### config.mk
export PLATFORM = sky130hd
export DESIGN_NAME = wpo_path_overhead
export DESIGN_NICKNAME = d
export VERILOG_FILES = /design/src/logic/wpo_pkg.sv /design/src/logic/wpo_path_overhead.sv
export SDC_FILE = /design/constraint.sdc
export NUM_CORES = 2
export LEC_CHECK = 0
export BUFFER_PORTS_ARGS = -buffer_cell sky130_fd_sc_hd__buf_2
export CORE_MARGIN = 8
export CORE_UTILIZATION = 51
export CTS_CLUSTER_SIZE = 24
export DETAILED_ROUTE_END_ITERATION = 10
export PLACE_DENSITY = 0.66
export SLEW_MARGIN = 15
export SYNTH_ARGS = -nofsm -noshare
export SYNTH_HDL_FRONTEND = slang
export SYNTH_SLANG_ARGS = --single-unit
### constraint.sdc
create_clock -name clk_i -period 10.8 [get_ports clk_i]
set_input_delay 1.62 -clock clk_i [delete_from_list [all_inputs] [get_ports clk_i]]
set_output_delay 1.62 -clock clk_i [all_outputs]
set_load 0.03 [all_outputs]
### src/logic/wpo_pkg.sv
package wpo_pkg;
  // ----------------------------------------------------------------
  // register byte offsets
  // ----------------------------------------------------------------
  localparam logic [11:0] WPO_OFF_CTRL     = 12'h000;
  localparam logic [11:0] WPO_OFF_STATUS   = 12'h004;
  localparam logic [11:0] WPO_OFF_BASIC    = 12'h008;
  localparam logic [11:0] WPO_OFF_PM       = 12'h00c;
  localparam logic [11:0] WPO_OFF_OCT1     = 12'h010;
  localparam logic [11:0] WPO_OFF_OCT2     = 12'h014;
  localparam logic [11:0] WPO_OFF_TX_TRACE = 12'h100;
  localparam logic [11:0] WPO_OFF_RX_TRACE = 12'h200;
  localparam logic [11:0] WPO_TRACE_SPAN   = 12'h040;

  // ----------------------------------------------------------------
  // control and status field positions
  // ----------------------------------------------------------------
  localparam int WPO_CTRL_TXLEN_LSB = 0;
  localparam int WPO_CTRL_RXLEN_LSB = 2;
  localparam int WPO_CTRL_BLK       = 4;
  localparam int WPO_CTRL_TXEN      = 5;
  localparam int WPO_CTRL_ERDI      = 6;
  localparam int WPO_CTRL_MASKA     = 7;
  localparam int WPO_CTRL_MASKB     = 8;
  localparam int WPO_STAT_PEND      = 0;
  localparam int WPO_STAT_LIVE      = 1;

  // ----------------------------------------------------------------
  // reset values and fixed octets
  // ----------------------------------------------------------------
  localparam logic [8:0]  WPO_CTRL_RST      = 9'h040;
  localparam logic [31:0] WPO_OCT1_RST      = 32'h0000001a;
  localparam logic [31:0] WPO_OCT2_RST      = 32'h00000000;
  localparam logic [7:0]  WPO_TRACE_HEADER  = 8'h89;
  localparam int          WPO_TRACE_OCTETS  = 64;
  localparam int          WPO_TRACE_BASE    = 16;

  // ----------------------------------------------------------------
  // trace length encodings
  // ----------------------------------------------------------------
  typedef enum logic [1:0] {
    WPO_LEN_16 = 2'h0,
    WPO_LEN_1  = 2'h1,
    WPO_LEN_64 = 2'h2
  } wpo_len_t;
endpackage

### src/logic/wpo_path_overhead.sv
`timescale 1ns/1ps
// How it works
// RULE1: transmit trace octet cycles 1, 16 or 64 octets per length setting.
// RULE2: trace disabled sends header 0x89 then fifteen zero octets.
// RULE3: software writes 0x89 itself; trace storage resets to zero.
// RULE4: receive trace stores as repeating 16 octets, no boundary search.
// RULE5: transmit and receive trace lengths are set separately.
// RULE6: 64-octet transmit takes octets 0-15 base, 16-63 extended.
// RULE7: 64-octet receive stores octets 0-15 base, 16-63 extended.
// RULE8: receive trace storage takes one new octet per frame.
// RULE9: software does persistence and expected-message checks.
// RULE10: transmit parity over previous payload goes in next frame.
// RULE11: receive parity of a frame is checked against next frame's octet.
// RULE12: basic error counter adds one per errored frame and rolls over.
// RULE13: basic error counter clears only on reset.
// RULE14: 32-bit counter saturates, latched and cleared on each tick.
// RULE15: nonzero latched count sets sticky pending and live status.
// RULE16: pending drives two interrupt outputs, each with its own mask.
// RULE17: block mode counts one per errored frame, else each bit error.
// RULE18: error counts cross through a FIFO; excess counts are dropped.
// RULE19: no count available means zero error indication is sent.
// RULE20: FIFO overflow or underflow is not reported.
// RULE21: label, user, multiframe, growth and spare octets are programmed.
// RULE22: status octet selects one-bit or three-bit defect format.
// RULE23: error indication count sits in the top four status bits.
// RULE24: tick pulse is registered before it latches the counter.
module wpo_path_overhead #(
  parameter int LANES      = 1,
  parameter int BASIC_W    = 16,
  parameter int FIFO_DEPTH = 2
) (
  // clock and reset
  input  wire logic                 clk_i,
  input  wire logic                 rst_i,
  // apb slave
  input  wire logic                 psel_i,
  input  wire logic                 penable_i,
  input  wire logic                 pwrite_i,
  input  wire logic [11:0]          paddr_i,
  input  wire logic [31:0]          pwdata_i,
  output logic      [31:0]          prdata_o,
  output logic                      pready_o,
  output logic                      pslverr_o,
  // transmit frame side
  input  wire logic                 tx_frame_start_i,
  input  wire logic                 tx_spe_valid_i,
  input  wire logic [8*LANES-1:0]   tx_spe_data_i,
  output logic      [7:0]           tx_j1_o,
  output logic      [7:0]           tx_b3_o,
  output logic      [7:0]           tx_c2_o,
  output logic      [7:0]           tx_g1_o,
  output logic      [7:0]           tx_user_channel_octet_o,
  output logic      [7:0]           tx_multiframe_octet_o,
  output logic      [7:0]           tx_growth_octet_a_o,
  output logic      [7:0]           tx_growth_octet_b_o,
  output logic      [7:0]           tx_spare_path_octet_o,
  // receive frame side
  input  wire logic                 rx_frame_start_i,
  input  wire logic                 rx_spe_valid_i,
  input  wire logic [8*LANES-1:0]   rx_spe_data_i,
  input  wire logic                 rx_poh_valid_i,
  input  wire logic [7:0]           rx_j1_i,
  input  wire logic [7:0]           rx_b3_i,
  // monitoring
  input  wire logic                 perf_monitor_tick_i,
  output logic                      irq_out_a_o,
  output logic                      irq_out_b_o
);
  import wpo_pkg::*;

  localparam int FPW = (FIFO_DEPTH > 1) ? $clog2(FIFO_DEPTH) : 1;

  // ----------------------------------------------------------------
  // declarations
  // ----------------------------------------------------------------
  logic [8:0]          ctrl_r;
  logic [31:0]         oct1_r;
  logic [31:0]         oct2_r;
  logic [7:0]          tx_trace_r [WPO_TRACE_OCTETS];
  logic [7:0]          rx_trace_r [WPO_TRACE_OCTETS];
  logic [5:0]          tx_ptr_r;
  logic [5:0]          rx_ptr_r;
  logic [7:0]          tx_acc_r;
  logic [7:0]          rx_acc_r;
  logic [7:0]          rx_prev_r;
  logic                rx_have_prev_r;
  logic [BASIC_W-1:0]  basic_cnt_r;
  logic [31:0]         pm_acc_r;
  logic [31:0]         pm_latch_r;
  logic                tick_r;
  logic                pend_r;
  logic [3:0]          fifo_mem_r [FIFO_DEPTH];
  logic [FPW-1:0]      fifo_wp_r;
  logic [FPW-1:0]      fifo_rp_r;
  logic [FPW:0]        fifo_cnt_r;
  logic [7:0]          tx_lane_x;
  logic [7:0]          rx_lane_x;
  logic                chk;
  logic [7:0]          diff;
  logic [3:0]          err_bits;
  logic                errored;
  logic [31:0]         pm_inc;
  logic [32:0]         pm_sum;
  logic [31:0]         pm_nxt;
  logic                live;
  logic                wr_en;
  logic                rd_en;
  logic                fifo_full;
  logic                fifo_empty;
  logic                fifo_push;
  logic                fifo_pop;
  logic [3:0]          rei;
  logic [5:0]          tx_ptr_nxt;
  logic [5:0]          rx_ptr_nxt;
  logic [5:0]          tx_idx;
  logic [5:0]          rx_idx;
  logic                addr_tx_trace;
  logic                addr_rx_trace;
  logic [3:0]          word_idx;

  // ----------------------------------------------------------------
  // lane parity folding
  // ----------------------------------------------------------------
  always_comb begin
    tx_lane_x = 8'h00;
    rx_lane_x = 8'h00;
    for (int i = 0; i < LANES; i++) begin
      tx_lane_x = tx_lane_x ^ tx_spe_data_i[8*i +: 8];
      rx_lane_x = rx_lane_x ^ rx_spe_data_i[8*i +: 8];
    end
  end

  // ----------------------------------------------------------------
  // apb decode
  // ----------------------------------------------------------------
  assign wr_en         = psel_i && penable_i && pwrite_i;
  assign rd_en         = psel_i && penable_i && !pwrite_i;
  assign pready_o      = 1'b1; // zero wait state, every access ends in one cycle
  assign addr_tx_trace = (paddr_i >= WPO_OFF_TX_TRACE)
                         && (paddr_i < WPO_OFF_TX_TRACE + WPO_TRACE_SPAN);
  assign addr_rx_trace = (paddr_i >= WPO_OFF_RX_TRACE)
                         && (paddr_i < WPO_OFF_RX_TRACE + WPO_TRACE_SPAN);
  assign word_idx      = paddr_i[5:2];

  // read mux; unmapped or misaligned addresses answer with an error
  always_comb begin
    prdata_o  = 32'h0;
    pslverr_o = 1'b0;
    if (paddr_i[1:0] != 2'h0) begin
      pslverr_o = psel_i;
    end else if (addr_tx_trace) begin
      for (int b = 0; b < 4; b++) begin
        prdata_o[8*b +: 8] = tx_trace_r[{word_idx, 2'(b)}];
      end
    end else if (addr_rx_trace) begin
      for (int b = 0; b < 4; b++) begin
        prdata_o[8*b +: 8] = rx_trace_r[{word_idx, 2'(b)}];
      end
    end else begin
      case (paddr_i)
        WPO_OFF_CTRL:   prdata_o = {23'h0, ctrl_r};
        WPO_OFF_STATUS: prdata_o = {30'h0, live, pend_r};
        WPO_OFF_BASIC:  prdata_o = 32'(basic_cnt_r);
        WPO_OFF_PM:     prdata_o = pm_latch_r;
        WPO_OFF_OCT1:   prdata_o = oct1_r;
        WPO_OFF_OCT2:   prdata_o = oct2_r;
        default:        pslverr_o = psel_i;
      endcase
    end
  end

  // control and static octet registers
  always_ff @(posedge clk_i) begin
    if (rst_i) begin
      ctrl_r <= WPO_CTRL_RST;
      oct1_r <= WPO_OCT1_RST; // [RULE21]
      oct2_r <= WPO_OCT2_RST;
    end else if (wr_en) begin
      case (paddr_i)
        WPO_OFF_CTRL: ctrl_r <= pwdata_i[8:0]; // [RULE5]
        WPO_OFF_OCT1: oct1_r <= pwdata_i;
        WPO_OFF_OCT2: oct2_r <= pwdata_i;
        default:      ;
      endcase
    end
  end

  // transmit trace storage; reset leaves no header octet in it
  always_ff @(posedge clk_i) begin
    if (rst_i) begin
      for (int i = 0; i < WPO_TRACE_OCTETS; i++) begin
        tx_trace_r[i] <= 8'h00; // [RULE3]
      end
    end else if (wr_en && addr_tx_trace && paddr_i[1:0] == 2'h0) begin
      for (int b = 0; b < 4; b++) begin
        tx_trace_r[{word_idx, 2'(b)}] <= pwdata_i[8*b +: 8];
      end
    end
  end

  // ----------------------------------------------------------------
  // transmit trace, parity and octet insertion
  // ----------------------------------------------------------------
  // pointer wraps by length; 1-octet mode pins it at zero
  always_comb begin
    case (wpo_len_t'(ctrl_r[WPO_CTRL_TXLEN_LSB +: 2]))
      WPO_LEN_1:  tx_ptr_nxt = 6'h00;                        // [RULE1]
      WPO_LEN_64: tx_ptr_nxt = tx_ptr_r + 6'h01;              // [RULE6]
      default:    tx_ptr_nxt = {2'h0, tx_ptr_r[3:0] + 4'h1};
    endcase
    case (wpo_len_t'(ctrl_r[WPO_CTRL_RXLEN_LSB +: 2]))
      WPO_LEN_1:  rx_ptr_nxt = 6'h00;
      WPO_LEN_64: rx_ptr_nxt = rx_ptr_r + 6'h01;              // [RULE7]
      default:    rx_ptr_nxt = {2'h0, rx_ptr_r[3:0] + 4'h1};  // [RULE4]
    endcase
  end
  assign tx_idx = (wpo_len_t'(ctrl_r[WPO_CTRL_TXLEN_LSB +: 2]) == WPO_LEN_64)
                  ? tx_ptr_r : {2'h0, tx_ptr_r[3:0]};
  assign rx_idx = (wpo_len_t'(ctrl_r[WPO_CTRL_RXLEN_LSB +: 2]) == WPO_LEN_64)
                  ? rx_ptr_r : {2'h0, rx_ptr_r[3:0]};

  // tx parity accumulates per frame; the frame-start beat opens a new frame
  always_ff @(posedge clk_i) begin
    if (rst_i) begin
      tx_acc_r <= 8'h00;
    end else if (tx_frame_start_i) begin
      tx_acc_r <= tx_spe_valid_i ? tx_lane_x : 8'h00;
    end else if (tx_spe_valid_i) begin
      tx_acc_r <= tx_acc_r ^ tx_lane_x; // even parity per bit column
    end
  end

  // all path octets change only at frame start so a frame carries one set
  always_ff @(posedge clk_i) begin
    if (rst_i) begin
      tx_ptr_r <= 6'h00;
      tx_j1_o  <= 8'h00;
      tx_b3_o  <= 8'h00;
      tx_c2_o  <= WPO_OCT1_RST[7:0];
      tx_g1_o  <= 8'h00;
      tx_user_channel_octet_o  <= 8'h00;
      tx_multiframe_octet_o  <= 8'h00;
      tx_growth_octet_a_o  <= 8'h00;
      tx_growth_octet_b_o  <= 8'h00;
      tx_spare_path_octet_o  <= 8'h00;
    end else if (tx_frame_start_i) begin
      tx_ptr_r <= ctrl_r[WPO_CTRL_TXEN] ? tx_ptr_nxt : {2'h0, tx_ptr_r[3:0] + 4'h1};
      if (ctrl_r[WPO_CTRL_TXEN]) begin
        tx_j1_o <= tx_trace_r[tx_idx]; // [RULE1]
      end else begin
        tx_j1_o <= (tx_ptr_r[3:0] == 4'h0) ? WPO_TRACE_HEADER : 8'h00; // [RULE2]
      end
      tx_b3_o <= tx_acc_r; // [RULE10]
      tx_c2_o <= oct1_r[7:0]; // [RULE21]
      tx_user_channel_octet_o <= oct1_r[15:8];
      tx_multiframe_octet_o <= oct1_r[23:16];
      tx_growth_octet_a_o <= oct1_r[31:24];
      tx_growth_octet_b_o <= oct2_r[7:0];
      tx_spare_path_octet_o <= oct2_r[15:8];
      if (ctrl_r[WPO_CTRL_ERDI]) begin
        tx_g1_o <= {rei, oct2_r[18:16], 1'b0}; // [RULE22] [RULE23]
      end else begin
        tx_g1_o <= {rei, oct2_r[18], 3'h0}; // one-bit form, reserved bits zero
      end
    end
  end

  // ----------------------------------------------------------------
  // receive parity check and trace capture
  // ----------------------------------------------------------------
  always_ff @(posedge clk_i) begin
    if (rst_i) begin
      rx_acc_r       <= 8'h00;
      rx_prev_r      <= 8'h00;
      rx_have_prev_r <= 1'b0;
    end else if (rx_frame_start_i) begin
      rx_prev_r      <= rx_acc_r; // [RULE11]
      rx_have_prev_r <= 1'b1;
      rx_acc_r       <= rx_spe_valid_i ? rx_lane_x : 8'h00;
    end else if (rx_spe_valid_i) begin
      rx_acc_r <= rx_acc_r ^ rx_lane_x;
    end
  end

  // path octets before the first frame start after reset have nothing to compare against
  assign chk     = rx_poh_valid_i && rx_have_prev_r;
  assign diff    = rx_b3_i ^ rx_prev_r; // [RULE11]
  assign errored = chk && (diff != 8'h00);
  always_comb begin
    err_bits = 4'h0;
    for (int i = 0; i < 8; i++) begin
      err_bits = err_bits + 4'(diff[i]);
    end
  end

  // no boundary search: storage may look rotated after realignment
  always_ff @(posedge clk_i) begin
    if (rst_i) begin
      rx_ptr_r <= 6'h00;
      for (int i = 0; i < WPO_TRACE_OCTETS; i++) begin
        rx_trace_r[i] <= 8'h00;
      end
    end else if (rx_poh_valid_i) begin
      rx_trace_r[rx_idx] <= rx_j1_i; // [RULE8] [RULE4]
      rx_ptr_r           <= rx_ptr_nxt;
    end
  end

  // ----------------------------------------------------------------
  // error counters
  // ----------------------------------------------------------------
  // basic counter: block count, rolls over, only reset clears it
  always_ff @(posedge clk_i) begin
    if (rst_i) begin
      basic_cnt_r <= '0; // [RULE13]
    end else if (errored) begin
      basic_cnt_r <= basic_cnt_r + BASIC_W'(1); // [RULE12]
    end
  end

  assign pm_inc = !chk ? 32'h0 :
                  ctrl_r[WPO_CTRL_BLK] ? 32'(errored) : 32'(err_bits); // [RULE17]
  assign pm_sum = {1'b0, pm_acc_r} + {1'b0, pm_inc};
  assign pm_nxt = pm_sum[32] ? 32'hffffffff : pm_sum[31:0]; // [RULE14]

  // tick is registered once; errors in the tick cycle go to the latched value
  always_ff @(posedge clk_i) begin
    if (rst_i) begin
      tick_r     <= 1'b0;
      pm_acc_r   <= 32'h0;
      pm_latch_r <= 32'h0;
    end else begin
      tick_r <= perf_monitor_tick_i; // [RULE24]
      if (tick_r) begin
        pm_latch_r <= pm_nxt; // [RULE14]
        pm_acc_r   <= 32'h0;
      end else begin
        pm_acc_r <= pm_nxt;
      end
    end
  end

  // pending is sticky; a set in the clearing read cycle wins
  assign live = (pm_latch_r != 32'h0); // [RULE15]
  always_ff @(posedge clk_i) begin
    if (rst_i) begin
      pend_r <= 1'b0;
    end else if (live) begin
      pend_r <= 1'b1; // [RULE15]
    end else if (rd_en && paddr_i == WPO_OFF_STATUS) begin
      pend_r <= 1'b0;
    end
  end

  assign irq_out_a_o = pend_r && ctrl_r[WPO_CTRL_MASKA]; // [RULE16]
  assign irq_out_b_o = pend_r && ctrl_r[WPO_CTRL_MASKB]; // [RULE16]

  // ----------------------------------------------------------------
  // error count fifo toward the status octet
  // ----------------------------------------------------------------
  // full drops the new count unless a frame start pops in the same cycle, empty yields zero; neither is flagged
  assign fifo_full  = (fifo_cnt_r == (FPW+1)'(FIFO_DEPTH));
  assign fifo_empty = (fifo_cnt_r == '0);
  assign fifo_pop   = tx_frame_start_i && !fifo_empty;
  assign fifo_push  = chk && (!fifo_full || fifo_pop); // [RULE18] [RULE20]
  assign rei        = fifo_empty ? 4'h0 : fifo_mem_r[fifo_rp_r]; // [RULE19]

  always_ff @(posedge clk_i) begin
    if (rst_i) begin
      fifo_wp_r  <= '0;
      fifo_rp_r  <= '0;
      fifo_cnt_r <= '0;
      for (int i = 0; i < FIFO_DEPTH; i++) begin
        fifo_mem_r[i] <= 4'h0;
      end
    end else begin
      if (fifo_push) begin
        fifo_mem_r[fifo_wp_r] <= err_bits;
        fifo_wp_r <= (fifo_wp_r == FPW'(FIFO_DEPTH-1)) ? '0 : fifo_wp_r + FPW'(1);
      end
      if (fifo_pop) begin
        fifo_rp_r <= (fifo_rp_r == FPW'(FIFO_DEPTH-1)) ? '0 : fifo_rp_r + FPW'(1);
      end
      fifo_cnt_r <= fifo_cnt_r + (FPW+1)'(fifo_push) - (FPW+1)'(fifo_pop);
    end
  end
endmodule

---- Yosys cells after proc, flatten, opt, wreduce, memory -nomap -nowiden ----
Memories as Yosys holds them, arrays and structs flattened. A register that Yosys moved wholly into a read port is not among the register bits.
Index checks and enable logic that the tools add are counted.
word-level totals
  flip-flop bits (word level) ............. 268
  memory bits (writable) .................. 1032
  bits of input ports ..................... 87
  output and inout bits ................... 108
  logic and storage cells ................. 163
  memories kept ........................... 3
memories
  name        depth  width  rd ports  clocked after memory_dff  write ports  line                     text
  rx_trace_r  64     8      4         0                         64           wpo_path_overhead.sv:80  logic [7:0] rx_trace_r [WPO_TRACE_OCTETS];
  tx_trace_r  64     8      5         0                         64           wpo_path_overhead.sv:79  logic [7:0] tx_trace_r [WPO_TRACE_OCTETS];
  fifo_mem_r  2      4      1         1                         2            wpo_path_overhead.sv:92  logic [3:0] fifo_mem_r [FIFO_DEPTH];
operators by class
  $add $sub $neg .......................... 17
  $lt $le $gt $ge ......................... 4
  equal/unequal tests ..................... 10
  multiplexer cells ....................... 61
  bitwise gates (word level) .............. 3
  reductions and logical operators ........ 39
operators with widths
  kind                     number
  $pmux W32 S6             1
  $mux W32                 4
  $mux W8                  13
  $mux W6                  8
  $reduce_or A8 Y1         5
  $add A32 B4 Y33          1
  $reduce_bool A32 Y1      1
  $mux W1                  28
  $eq A12 B4 Y1 const B    2
  $eq A12 B5 Y1 const B    2
  $pmux W6 S2              2
  $xor A8 B8 Y8            3
  $add A16 B1 Y16 const B  1
  $add A4 B1 Y4            4
  $mux W4                  4
  $logic_and A1 B1 Y1      14
  $add A6 B1 Y6 const B    2
  $eq A12 B3 Y1 const B    1
  $ge A12 B10 Y1 const B   1
  $ge A12 B9 Y1 const B    1
  $logic_not A12 Y1        1
  $lt A12 B10 Y1 const B   1
  $lt A12 B9 Y1 const B    1
  $add A4 B1 Y4 const B    2
  19 further kinds         31

---- Longest topological paths before layout ----
  depth after elaboration ................. 12
  mapped depth ............................ 17
  gate-level depth less buffers ........... 16

---- Least setup slack after synthesis ----
OpenSTA, ideal clock, no wires.
  path type ............................... in2reg
  from .................................... input rx_b3_i[1]
  to ...................................... register pm_latch_r[11]
  arrival time ............................ 5.717 ns
  required time ........................... 10.666 ns
  slack ................................... 4.949 ns
  stages .................................. 16
  buffers on the path ..................... 1
  path through ............................ xnor2_1 > fa_1 > fa_1 > inv_1 > fa_1 > ha_1 > fa_1 > and2_1 > fa_1 > a21o_1 > a21oi_1 > nor2_1 > nand3_2 > and2_1 > buf_2 > a211oi_1
on the way
  cells in the longest elaborated chain, start to end .. 12
  elaborated cells between the ends (all ways) .. 14
  classes of those cells .................. 8 x add/sub; 3 x mux; 1 x bitwise; 2 x reduce/logical
ends and longest elaborated chain
  item                         line                      text
  start, declared              wpo_path_overhead.sv:63   input wire logic [7:0] rx_b3_i,
  $xor A8 B8 Y8                wpo_path_overhead.sv:287  assign diff = rx_b3_i ^ rx_prev_r;
  $add A1 B1 Y2                wpo_path_overhead.sv:292  err_bits = err_bits + 4'(diff[i]);
  $add A2 B1 Y3                wpo_path_overhead.sv:292
  $add A3 B1 Y4                wpo_path_overhead.sv:292
  $add A4 B1 Y4 (4 in series)  wpo_path_overhead.sv:292
  via err_bits[1]              wpo_path_overhead.sv:100  logic [3:0] err_bits;
  $mux W4                      wpo_path_overhead.sv:322  ctrl_r[WPO_CTRL_BLK] ? 32'(errored) : 32'(err_bits);
  $mux W4                      wpo_path_overhead.sv:321  assign pm_inc = !chk ? 32'h0 :
  $add A32 B4 Y33              wpo_path_overhead.sv:323  assign pm_sum = {1'b0, pm_acc_r} + {1'b0, pm_inc};
  $mux W32                     wpo_path_overhead.sv:324  assign pm_nxt = pm_sum[32] ? 32'hffffffff : pm_sum[31:0];
  end signal, assigned         wpo_path_overhead.sv:335  pm_latch_r <= pm_nxt;
  end, declared                wpo_path_overhead.sv:89   logic [31:0] pm_latch_r;
The timed path passes the listed nets, and every way through them passes these cells.
A chain may end at the register's enable or synchronous reset.

---- Worst setup path in the final report ----
  from .................................... input paddr_i[4]
  to ...................................... output prdata_o[9]
on the way
  cells in the longest elaborated chain, start to end .. 5
  elaborated cells between the ends (all ways) .. 18
  classes of those cells .................. 4 x order compare; 5 x eq/ne; 4 x mux; 3 x reduce/logical; 2 x memory
ends and longest elaborated chain
  item                                                        line                                                text
  start, declared                                             wpo_path_overhead.sv:39                             input wire logic [11:0] paddr_i,
  $ge A12 B10 Y1, or another cell as far along                wpo_path_overhead.sv:141                            assign addr_rx_trace = (paddr_i >= WPO_OFF_RX_TRACE)
  $logic_and A1 B1 Y1 / $pmux W32 S6 (equally long branches)  wpo_path_overhead.sv:142, wpo_path_overhead.sv:160
  $mux W32                                                    wpo_path_overhead.sv:155                            end else if (addr_rx_trace) begin
  $mux W32 *                                                  wpo_path_overhead.sv:151                            end else if (addr_tx_trace) begin
  $mux W32 *                                                  wpo_path_overhead.sv:149                            if (paddr_i[1:0] != 2'h0) begin
  end, declared                                               wpo_path_overhead.sv:41                             output logic [31:0] prdata_o,
Mark *: on every way between the ends. The rest lies on a longest branch, timed or not.

==> flow_summary.toml <==
[sta]
setup_violations = 0
tightest_slew_ns = 1.23
skew_ns = 0.0263
relSlewSlack = 0.179
clock.fmax_mhz = 145
rsz0062_at_grt = "no"
post-route-min-period_ns = 6.88
setup-tns-final_ns = 0
final-hold-violation-count = 0
post-route-period-util = 0.637
report.final.slew_viol_count = 0

[synthesis]
synth_edf_count = 1032
ys_seq_area_frac = 0.576
ys_types = 75
postSynthCellCount = 4649
synthesis.nets = 4756
ys.flop_type = "edfxtp_1"
async_flop_share = 0
yosys_warnings = 0
syn_avg_cell_area_um2 = 13.6
syn_area_mm2 = 0.0631
synth.ff_latch_count = 1300

[pwr]
peakVddDrop_v = 0.000177
leakagePower_nw = 24.3
p_per_area_mw_per_mm2 = 166

[clocking]
clock_path_buffers = 3
cts_resized = 0
path_clk_slew_ns = 0.06
hold_buffers = 0
clock-sinks = 1300
cts_setup_buffers = 0
htreeDepth = 4
cts_made_buffers = 143
cts_tree = "built"
insertion_delay_ns = 0.78
cts_root_buf = "clkbuf_16"

[critical_path]
required_ns = 9.18
path_buf_inv = 4
critPathMaxFanout = 45
critPathLaunchType = "input pin"
crit_path_end_kind = "output pin"
cp.arrival_ns = 5.26
crit_family = "buffers and inverters"
path_common_cell = "buf_4"
critical_path_class = "in2out"
critical-path-max-stage-delay_ns = 0.89
cpMaxStageDelayCell = "a221oi_1"
crit_chain = "buf_4 -> buf_4 -> nor2_1 -> nand4b_1 -> nor2_2 -> buf_4 -> a221oi_1 -> a21oi_1 -> buf_2"

[global_routing]
grt_pass1_wl_mm = 279
grt_max_degree = 123
antenna_found_initial = 15
grt_pass1_vias = 40100
grt_overflow = 0
grt_util_all_layers = 0.278

[routing]
ant_nets = 0
vias_per_cell = 6.32
drt_iter0_markers = 5107
wire_per_inst_um = 29.8
drc = 0
drt_first_pass_iters = 7
dr_total_vias = 40700
routed_wl_mm = 192

[floorplanning]
fp.coreArea_mm2 = 0.123
die-area_mm2 = 0.135
fp.dieH_um = 368
dieWidth_um = 368
start_util = 0.512
io_pins = 195
rows = 129

[run_status]
outcome = "finished clean"

[place]
dpl.hpwl_mm = 123
dpl_cell_area_mm2 = 0.0652
numPortBuffers = 192
gp_congestion = 0.937

[run]
drv_cap = 0

[cells_and_area]
multi_input_area_mm2 = 0.0252
nFillCells = 9849
register_area_mm2 = 0.0364
final_cell_area_mm2 = 0.0699
drive_gt1_frac = 0.218
final_net_count = 4771
area_growth_pct = 10.7

[worst_hold_path]
holdCritPathClass = "reg2reg"
-- metrics by stage --
| stage | power, mW | std cells | setup WS [ns] | util | hold slack [ns] |
|---|---|---|---|---|---|
| after floorplan | 6.43 | 4649 | 4.95 | - | 0.436 |
| after global placement | 6.78 | 6156 | 3.97 | 0.528 | 0.445 |
| after detailed placement | 6.80 | 6156 | 3.95 | 0.528 | 0.452 |
| after CTS | 11.6 | 6424 | 3.95 | 0.567 | 0.459 |
| after global routing | 11.9 | 6425 | 3.80 | 0.567 | 0.479 |
| final | 11.6 | 6435 | 3.92 | 0.567 | 0.455 |
-- cells in the mapped netlist, types with 6 or more instances --
master,count,area [um2]
a211oi_1,23,173
a21oi_1,183,916
a221oi_1,37,324
a22oi_1,9,67.6
a31oi_1,18,113
and2_1,1037,6490
and3_1,18,113
and4_1,8,70.1
buf_1,40,150
buf_2,84,420
buf_4,10,75.1
clkbuf_1,247,927
dfxtp_1,268,5370
edfxtp_1,1032,31000
ha_1,15,188
inv_1,12,45.0
mux2_2,11,124
mux2i_1,100,1000
mux4_2,443,9980
nand2_1,257,965
nand2b_1,37,231
nand3_1,52,260
nand3b_1,8,60.1
nand4_1,24,150
nor2_1,291,1090
nor2b_1,23,144
nor3_1,22,110
nor3_2,6,60.1
nor3b_1,9,67.6
nor4_1,16,100
o211ai_1,6,45.0
o21ai_0,50,250
o221ai_1,9,78.8
o22ai_1,9,56.3
o2bb2ai_1,7,61.3
or2_2,83,519
or3_1,8,50.1
xnor2_1,35,307
xor2_1,30,263
-- path summary, 6_finish.rpt --
kind,depth (start not counted),end,slack [ns],from
setup / recovery,9,prdata_o[9],3.92,paddr_i[4]
hold / removal,2,oct2_r[24]$_SDFFE_PP0P_,0.46,oct2_r[24]$_SDFFE_PP0P_
setup reg to reg,16,pm_latch_r[27]$_SDFFE_PP0P_,5.55,rx_prev_r[1]$_SDFFE_PP0P_
hold reg to reg,2,oct2_r[24]$_SDFFE_PP0P_,0.46,oct2_r[24]$_SDFFE_PP0P_
-- worst register-to-register path: stages, from the launching register on --
cell	delay, ns
dfxtp_1	0.34
xnor2_1	0.27
fa_1	0.48
fa_1	0.49
inv_1	0.05
fa_1	0.44
ha_1	0.23
fa_1	0.44
xnor2_1	0.18
nor3_1	0.25
ha_1	0.33
a21o_1	0.19
a21oi_1	0.38
nor2_1	0.22
nand3_2	0.18
and2_1	0.49
a211oi_1	0.17
-- where the power goes --
group	internal, mW	leakage (nW)	switching [mW]	total [mW]
Sequential	5.60	12.2	0.129	5.73
Clock	2.84	2.29	2.06	4.90
Combinational	0.414	9.85	0.566	0.980
Total	8.86	24.3	2.75	11.6
-- layer usage --
metal	track usage	vias to the layer above	share of wire
met5	0.00142	-	0.00040
met4	0.111	12	0.044
met3	0.0789	461	0.11
met2	0.432	2389	0.46
met1	0.370	20600	0.38
li1	-	17200	-
-- area by class of cell --
class	count	area share
Timing Repair Buffer	256	0.0219
Inverter	12	0.000645
Antenna cell	11	0.000394
Sequential cell	1300	0.520
Clock inverter	78	0.0108
Clock buffer	190	0.0564
Tap cell	1637	0.0293
Multi-Input combinational cell	2951	0.360
-- cells by family (layout without fill, tap and decap cells) --
family / Yosys count / in the layout / synth area share
buffers and inverters: 398 / 536 / 0.0265
muxes: 554 / 554 / 0.176
xor gates and xnor gates: 65 / 65 / 0.00902
AOI/OAI and AO/OA: 395 / 395 / 0.0391
and+or+nand+nor: 1915 / 1915 / 0.169
other: 2 / 13 / 0.000119
DFF: 1300 / 1300 / 0.576
adders and majority gates: 20 / 20 / 0.00456
-- flip-flops by register name, summed over array words and instances, names as in the netlist, 9 cells and up, named ones only --
register     cells
basic_cnt_r     16
pm_acc_r        32
oct2_r          32
rx_trace_r     512
ctrl_r           9
oct1_r          32
tx_trace_r     512
pm_latch_r      32
-- cell usage in the layout, fill, tap and decap left out, drive strengths merged, types with 11 or more instances in the layout --
cell,Yosys,layout
a211oi,23,23
a21oi,183,183
a221oi,37,37
a31oi,18,18
and2,1037,1037
and3,18,18
buf,139,256
bufinv,0,11
clkbuf,247,190
clkinv,0,53
dfxtp,268,268
diode,0,11
edfxtp,1032,1032
ha,15,15
inv,12,19
mux2,11,11
mux2i,100,100
mux4,443,443
nand2,257,257
nand2b,37,37
nand3,53,53
nand4,24,24
nor2,292,292
nor2b,23,23
nor3,28,28
nor3b,11,11
nor4,17,17
o21ai,51,51
or2,84,84
xnor2,35,35
xor2,30,30
Note: power is estimated with default switching activity, not from simulation.
